### src/logic/svm_consts.svh
// Offsets, field positions and reset values of the supply monitor.
`ifndef SVM_CONSTS_SVH
`define SVM_CONSTS_SVH

`define SVM_OFF_CONTROL 4'h0
`define SVM_OFF_IRQ_STATUS 4'h4
`define SVM_OFF_IRQ_MASK 4'h8
`define SVM_OFF_SYSTEM 4'hc

`define SVM_CTL_TRIP_LSB 0
`define SVM_CTL_TRIP_MSB 3
`define SVM_CTL_POWER_BIT 4
`define SVM_CTL_STABLE_BIT 5

`define SVM_TRIP_RESET 4'h5
`define SVM_TRIP_EXTERNAL 4'hf
`define SVM_TRIP_RESERVED 4'h0

`define SVM_IRQ_UNDERVOLT_BIT 0
`define SVM_IRQ_STABLE_BIT 1
`define SVM_IRQ_WIDTH 2
`define SVM_IRQ_RESET 2'h0

`define SVM_SYS_GIE_BIT 0
`define SVM_SYS_SLEEP_BIT 1

`endif

### src/logic/svm_pkg.sv
// Types of the supply monitor.
package svm_pkg;

    typedef struct packed {
        logic [1:0] comp_sync;
        logic [1:0] ready_sync;
        logic [1:0] bor_sync;
        logic [3:0] trip_level_select;
        logic monitor_power_enable;
        logic reference_stable;
        logic [1:0] irq_status;
        logic [1:0] irq_mask;
        logic global_irq_enable;
        logic ack;
        logic waitrequest;
        logic [31:0] readdata;
        logic irq;
        logic vector_redirect;
        logic wake_req;
        logic analog_power_on;
        logic reference_power_on;
        logic [3:0] tap_select;
        logic use_external_input;
    } svm_state_t;

endpackage : svm_pkg

### src/logic/svm_top.sv
// Digital control and flag logic of the supply undervoltage monitor.
//
// Behaviour
// (RL1) Comparator below reference sets undervoltage flag.
// (RL2) Enabled flag redirects execution to interrupt vector.
// (RL3) Four-bit trip select in control bits 3-0.
// (RL4) Code all-ones routes external input to comparator.
// (RL5) Codes 0001-1110 rising levels; 0000 reserved.
// (RL6) Control bit 4 powers monitor up or down.
// (RL7) Control bit 5 reads reference stable, read-only.
// (RL8) Control bits 7-6 read zero, ignore writes.
// (RL9) Reset: monitor off, trip select 0101.
// (RL10) No valid indication before reference is stable.
// (RL11) Start-up delay is time, not clock count.
// (RL12) Reference shared with brown-out reset circuit.
// (RL13) Flag may set spuriously while stabilising.
// (RL14) Software: code, irq off, enable, wait, clear.
// (RL15) Monitor works in sleep; flag wakes device.
// (RL16) Wake goes to vector only if globally enabled.
// (RL17) Comparator and ready inputs pass two flip-flops.
//
// Added by the designer: the Avalon-MM register port and the placing of the registers.
`timescale 1ns/1ps
`default_nettype none
`include "svm_consts.svh"

module svm_top (
    // Clock and reset.
    input wire logic core_clk,
    input wire logic sys_rst,
    // Avalon-MM slave.
    input wire logic [3:0] address,
    input wire logic read,
    input wire logic write,
    input wire logic [31:0] writedata,
    input wire logic [3:0] byteenable,
    output logic [31:0] readdata,
    output logic waitrequest,
    // Analog front end.
    input wire logic comp_below,
    input wire logic reference_ready,
    input wire logic bor_reference_active,
    output logic analog_power_on,
    output logic reference_power_on,
    output logic [3:0] tap_select,
    output logic use_external_input,
    // Core side.
    input wire logic sleep_mode,
    output logic irq,
    output logic vector_redirect,
    output logic wake_req
);

    svm_pkg::svm_state_t st;
    svm_pkg::svm_state_t next_st;

    ////////////////////////////////////////////////////////////////////////
    always_comb begin
        logic access;
        logic [1:0] set_ev;
        logic [1:0] clr_ev;
        logic [1:0] pending;
        logic stable_now;
        access = 1'b0;
        set_ev = 2'h0;
        clr_ev = 2'h0;
        pending = 2'h0;
        stable_now = 1'b0;
        next_st = st;

        // Asynchronous analog levels pass two flip-flops first.
        next_st.comp_sync = {st.comp_sync[0], comp_below}; // see (RL17)
        next_st.ready_sync = {st.ready_sync[0], reference_ready}; // see (RL17)
        next_st.bor_sync = {st.bor_sync[0], bor_reference_active};

        // Stability comes from the analog ready level, so the start-up
        // time holds at any clock rate; a reference kept alive by the
        // brown-out circuit is already ready and gives no delay.
        stable_now = st.monitor_power_enable & st.ready_sync[1]; // see (RL11)
        next_st.reference_stable = stable_now; // see (RL10)

        // Bus access completes one cycle after the request is seen.
        access = (read | write) & ~st.ack;
        next_st.ack = access;
        next_st.waitrequest = ~access;

        // The comparator may trip during settling; software clears it.
        if (st.monitor_power_enable && st.comp_sync[1]) begin
            set_ev[`SVM_IRQ_UNDERVOLT_BIT] = 1'b1; // see (RL1) (RL13)
        end
        if (stable_now && !st.reference_stable) begin
            set_ev[`SVM_IRQ_STABLE_BIT] = 1'b1;
        end

        if (access && read) begin
            next_st.readdata = 32'h0;
            unique case (address)
                `SVM_OFF_CONTROL: begin
                    // Bits 7-6 stay zero.
                    next_st.readdata[`SVM_CTL_TRIP_MSB:`SVM_CTL_TRIP_LSB] =
                        st.trip_level_select; // see (RL8)
                    next_st.readdata[`SVM_CTL_POWER_BIT] =
                        st.monitor_power_enable;
                    next_st.readdata[`SVM_CTL_STABLE_BIT] =
                        st.reference_stable; // see (RL7)
                end
                `SVM_OFF_IRQ_STATUS: begin
                    next_st.readdata[`SVM_IRQ_WIDTH-1:0] = st.irq_status;
                end
                `SVM_OFF_IRQ_MASK: begin
                    next_st.readdata[`SVM_IRQ_WIDTH-1:0] = st.irq_mask;
                end
                `SVM_OFF_SYSTEM: begin
                    next_st.readdata[`SVM_SYS_GIE_BIT] = st.global_irq_enable;
                    next_st.readdata[`SVM_SYS_SLEEP_BIT] = sleep_mode;
                end
                default: begin
                    next_st.readdata = 32'h0;
                end
            endcase
        end

        if (access && write && byteenable[0]) begin
            unique case (address)
                `SVM_OFF_CONTROL: begin
                    next_st.trip_level_select =
                        writedata[`SVM_CTL_TRIP_MSB:`SVM_CTL_TRIP_LSB]; // see (RL3)
                    next_st.monitor_power_enable =
                        writedata[`SVM_CTL_POWER_BIT]; // see (RL6)
                end
                `SVM_OFF_IRQ_STATUS: begin
                    clr_ev = writedata[`SVM_IRQ_WIDTH-1:0];
                end
                `SVM_OFF_IRQ_MASK: begin
                    next_st.irq_mask = writedata[`SVM_IRQ_WIDTH-1:0];
                end
                `SVM_OFF_SYSTEM: begin
                    next_st.global_irq_enable = writedata[`SVM_SYS_GIE_BIT];
                end
                default: begin
                end
            endcase
        end

        // A new event wins over a clear in the same cycle.
        next_st.irq_status = (st.irq_status & ~clr_ev) | set_ev;

        pending = next_st.irq_status & next_st.irq_mask;
        next_st.irq = |pending;
        next_st.vector_redirect = (|pending) &
            next_st.global_irq_enable; // see (RL2) (RL16)
        next_st.wake_req = sleep_mode & (|pending); // see (RL15)

        // The front end keeps running in sleep while enabled.
        next_st.analog_power_on = next_st.monitor_power_enable; // see (RL15)
        next_st.reference_power_on = next_st.monitor_power_enable |
            st.bor_sync[1]; // see (RL12)
        // The reserved code goes to tap_select unchanged; the external code selects the pin.
        next_st.use_external_input = next_st.trip_level_select ==
            `SVM_TRIP_EXTERNAL; // see (RL4)
        next_st.tap_select = next_st.trip_level_select; // see (RL5)
    end

    ////////////////////////////////////////////////////////////////////////
    always_ff @(posedge core_clk) begin
        if (sys_rst) begin
            st <= '0;
            st.trip_level_select <= `SVM_TRIP_RESET; // see (RL9)
            st.tap_select <= `SVM_TRIP_RESET;
            st.irq_status <= `SVM_IRQ_RESET;
            st.irq_mask <= `SVM_IRQ_RESET;
            st.waitrequest <= 1'b1;
        end else begin
            st <= next_st;
        end
    end

    ////////////////////////////////////////////////////////////////////////
    assign readdata = st.readdata;
    assign waitrequest = st.waitrequest;
    assign analog_power_on = st.analog_power_on;
    assign reference_power_on = st.reference_power_on;
    assign tap_select = st.tap_select;
    assign use_external_input = st.use_external_input;
    assign irq = st.irq;
    assign vector_redirect = st.vector_redirect;
    assign wake_req = st.wake_req;

endmodule : svm_top
`default_nettype wire

### config.mk
export PLATFORM = sky130hd
export DESIGN_NAME = svm_top
export DESIGN_NICKNAME = d
export VERILOG_FILES = /design/src/logic/svm_pkg.sv /design/src/logic/svm_top.sv
export VERILOG_INCLUDE_DIRS = /design/src /design/src/logic
export SDC_FILE = /design/constraint.sdc
export NUM_CORES = 1
export LEC_CHECK = 0
export BUFFER_PORTS_ARGS = -buffer_cell sky130_fd_sc_hd__buf_2
export CAP_MARGIN = 20
export CORE_MARGIN = 1
export CORE_UTILIZATION = 45
export DETAILED_ROUTE_END_ITERATION = 10
export GPL_ROUTABILITY_DRIVEN = 0
export HOLD_SLACK_MARGIN = 0.03
export PLACE_DENSITY = 0.93
export SLEW_MARGIN = 20
export SYNTH_ARGS = -nofsm -noshare
export SYNTH_HDL_FRONTEND = slang
export SYNTH_SLANG_ARGS = --single-unit
### constraint.sdc
create_clock -name core_clk -period 2.35 [get_ports core_clk]
set_input_delay 0 -clock core_clk [delete_from_list [all_inputs] [get_ports core_clk]]
set_output_delay 0 -clock core_clk [all_outputs]
set_load 0.01 [all_outputs]
# [Word-level counts from Yosys, hierarchy flattened]
# Cells that the tools add are included.
[word_totals] reg_bits=30 out_inout_bits=43 in_bits=48 wordCells=52
[op_classes] mux=11 eq_ne=4 reduce_logical=8 bitwise=12
[op_table] op="== test 4 bit, second input constant" n=3
[op_table] op="2-to-1 mux 5 bit" n=2
[op_table] op="case mux 2 bit (4 select lines)" n=1
[op_table] op="2-to-1 mux 2 bit" n=3
[op_table] op="logical AND 1 bit" n=5
[op_table] op="bitwise AND 1 bit" n=4
[op_table] op="bitwise AND 2 bit" n=2
[op_table] op="== test 4 x 3 -> 1 bit, second input constant" n=1
[op_table] op="logical NOT 4 bit" n=1
[op_table] op="2-to-1 mux 4 bit" n=1
[op_table] op="2-to-1 mux 1 bit" n=3
[op_table] op="2-to-1 mux 3 bit" n=1
[op_table] op="NOT 1 bit" n=2
[op_table] op="NOT 2 bit" n=1
[op_table] op="bitwise OR 1 bit" n=2
[op_table] op="bitwise OR 2 bit" n=1
[op_table] op="OR reduction 2 bit" n=1
[op_table] op="logical NOT 1 bit" n=1

# [Logic depth before layout (Yosys ltp)]
[logic_depth] depth_word=11 depth_mapped=6 mapped_depth_nobuf=4

# [Worst setup path before layout]
# Ideal clock, no wire load.
[synth_timing] path_type="reg2reg" startpoint="register st[43] in the netlist's numbering" endpoint="register st (netlist bit use_external_input)" n_path_buf=2 synth_period_minus_slack_ns=1.327 slack_ns=1.023 path_stages_with_launch=7 setup_time_ns=0.063 arrival_time_ns=1.264 required_time_ns=2.287 path_cell_list="dfxtp_1 -> and3b_1 -> buf_2 -> and3_1 -> buf_6 -> mux2_4 -> nor2_2"
[synth_between] elab_chain_len=6
[synth_rtl] element="from (decl)" line="svm_top.sv:54" rtl="svm_pkg::svm_state_t st;"
[synth_rtl] element="from (signal assigned)" line="svm_top.sv:174" rtl="st <= next_st;"
[synth_rtl] element="NOT 1 bit" line="svm_top.sv:83" rtl="access = (read | write) & ~st.ack;"
[synth_rtl] element="bitwise AND 1 bit" line="svm_top.sv:83"
[synth_rtl] element="logical AND 1 bit (2 in a row)" line="svm_top.sv:123" rtl="if (access && write && byteenable[0]) begin"
[synth_rtl] element="2-to-1 mux 5 bit" line="svm_top.sv:123"
[synth_rtl] element="== test 4 bit (no line)"
# Every way passes these cells.
# A chain may end at the register's enable or synchronous reset.

# [Final worst setup path]
[layout_timing] startpoint="register st[43] in the netlist's numbering" endpoint="register st (netlist bit reference_power_on)"
[layout_between] elab_chain_len=6
[layout_rtl] element="NOT 1 bit" line="svm_top.sv:83"
[layout_rtl] element="bitwise AND 1 bit" line="svm_top.sv:83"
[layout_rtl] element="logical AND 1 bit (2 in a row)" line="svm_top.sv:123"
[layout_rtl] element="2-to-1 mux 5 bit" line="svm_top.sv:123"
[layout_rtl] element="bitwise OR 1 bit" line="svm_top.sv:156" rtl="next_st.reference_power_on = next_st.monitor_power_enable |"
# Every way passes these cells.

==> metrics.yaml <==
post_dp_cell_area_um2: 1450
p_total_mw: 1.01
cts_made_buffers: 5
rsz0062_at_grt: "no"
cts_tree: "done"
p_sw_frac: 0.228
initial_core_util: 0.471
drive_gt1_frac: 0.259
fmax_ghz: 0.623
p_int_mw: 0.782
ys_warn_count: 0
slew_headroom: 0.662
synth-seq-area-share: 0.417
synth_area_per_cell_um2: 9.59
routed_via_density: 4.50
dp_hpwl_um: 1750
finalCriticalPeriod_ns: 1.60
worstSetupPathType: "reg -> reg"
synth_flop_cell: "dfxtp_1"
worstSetupStartpoint: "st[43]"
core_um2: 3050
critPathCaptureType: "flop"
setup_violations: 0
route.detailed.drc: 0
wl_per_cell_um: 10.9
clock_path_buffers: 2
htree_num_levels: 2
hold_violations: 0
grt_use_total: 0.162
die-area_um2: 3430
fin_setup_tns_ns: 0
switching_power_mw: 0.232
die_y_um: 58.5
maxCapViolations: 0
wirelength_um: 2500
power_frac_seq: 0.514
antenna_left: 0
synth_top_area_frac: 0.417
clock-root-buffer: "clkbuf_4"
r2r_start: "st[43]"
p_leak_nw: 0.746
grt-ovfl-total: 0
slew_violations: 0
grt_pass1_wl_um: 4050
cts_sinks: 30
grt_antenna_before_repair: 0
area_growth_syn_to_layout_pct: 13.7
grt_pass1_vias: 949
worst-path-max-fanout: 8
die-width_um: 58.5
clkLatencyLatePin_ns: 0.34
rows: 20
synth.distinct_cells: 32
peakVddDrop_v: 0.000315
ys_async_sr_fraction: 0
fin_crit_sh: 0.683
holdCritPathClass: "in -> reg"
synth_area_leader_cell: "dfxtp_1"
cp.required_ns: 2.55
tightest_slew_ns: 0.506
netlist_instances: 150
worstHoldStart: "address[0]"
fin_skew_ns: 0.0128
final_area_um2: 1640
ioPinCount: 91
clk_pin_slew_ns: 0.09
grt_max_degree: 30
drtIter0Drc: 31
numPortBuffers: 34
layout.nets: 232
powerDensity_nw_per_um2: 619
synth_edf_count: 0
antenna_cells: 0
ys_seq_elements: 30
fin_hold_ws_ns: 0.105
comb_power_share: 0.095
status: "complete, no violations"
first_pass_iters: 4
startpoint_type: "flop"
vias: 1030
worstPathArrival_ns: 1.81
synthTopCellsByArea: "dfxtp_1 (42%), buf_4 (19%), nor2_1 (5.0%)"
syn-cell-area_um2: 1440
cts_resized: 0
clockPowerShare: 0.392
layout make-up:
| type | instances | area [um^2] |
|---|---|---|
| Inverter | 4 | 15.0 |
| Multi-Input combinational cell | 98 | 611 |
| Sequential cell | 30 | 601 |
| Clock inverter | 1 | 30.0 |
| Fill cell | 296 | 1420 |
| Timing Repair Buffer | 45 | 280 |
| Tap cell | 44 | 55.1 |
| Clock buffer | 7 | 45.0 |
path summary, 6_finish.rpt:
path	endpoint	cells after the start	slack, ns
max	reference_power_on	4	0.75
min reg2reg	reference_power_on	2	0.44
min	readdata[0]	4	0.11
max reg2reg	reference_power_on	4	0.75
worst max-delay path, cell delays in order, from the launching register on:
cell     delay, ns
dfxtp_1       0.33
and3b_1       0.34
and3_1        0.44
mux2i_1       0.27
a21oi_1       0.09
power by group through the flow:
stage | combinational, mW | clock [mW] | sequential [mW]
after floorplan | 0.0871 | 0 | 0.533
after CTS | 0.0949 | 0.405 | 0.521
after detailed placement | 0.0803 | 0 | 0.533
after global routing | 0.106 | 0.431 | 0.522
final | 0.0958 | 0.397 | 0.521
after global placement | 0.0790 | 0 | 0.532
timing repair:
item	4_1_cts	5_1_grt
setup buffers	0	0
hold buffers	11	0
hold endpoints to repair	13	0
state kept, by name, summed over array words and instances, names as in the netlist:
signal	cells
st	10
vector_redirect	1
irq	1
readdata	6
use_external_input	1
tap_select	4
next_st	3
waitrequest	1
reference_power_on	1
analog_power_on	1
wake_req	1
through the flow:
step	setup slack, ns	cells	utilization
after floorplan	1.02	175	-
after global placement	0.758	210	0.475
after detailed placement	0.750	210	0.475
after CTS	0.730	229	0.536
after global routing	0.583	229	0.536
final	0.745	229	0.536
routing by layer:
metal	track usage	share of wire	vias to the layer above
met1	0.182	0.45	483
li1	-	-	510
met4	0.0544	0.012	0
met3	0.0813	0.056	3
met2	0.268	0.48	34
met5	0	0	-
kinds of logic after synthesis:
| group | count (synthesis) | share of synthesized area |
|---|---|---|
| AND/OR/NAND/NOR | 44 | 0.176 |
| other | 1 | 0.00261 |
| AO/OA/AOI/OAI | 21 | 0.111 |
| buffers and inverters | 47 | 0.223 |
| flip-flops | 30 | 0.417 |
| multiplexers | 7 | 0.0696 |
layout by cell type, fill, tap and decap left out, types with 2 or more instances in the layout:
cell type,n
nand2b_1,2
clkbuf_1,2
nor2b_1,10
mux4_2,2
conb_1,26
o22ai_1,2
nand4_1,3
a21oi_1,3
a22oi_1,6
nor2_1,19
mux2i_1,4
clkbuf_4,5
dfxtp_1,30
inv_1,4
buf_2,34
a21boi_0,2
a41oi_1,2
dlygate4sd3_1,11
a211o_1,2
and3_1,3
cell usage after synthesis (3+ instances only):
cell	n
buf_4	36
dfxtp_1	30
nor2_1	19
nor2b_1	10
a22oi_1	6
clkbuf_1	4
inv_1	4
mux2i_1	4
a21oi_1	3
and3_1	3
nand4_1	3
No activity file was read; power rests on OpenSTA's default activity.
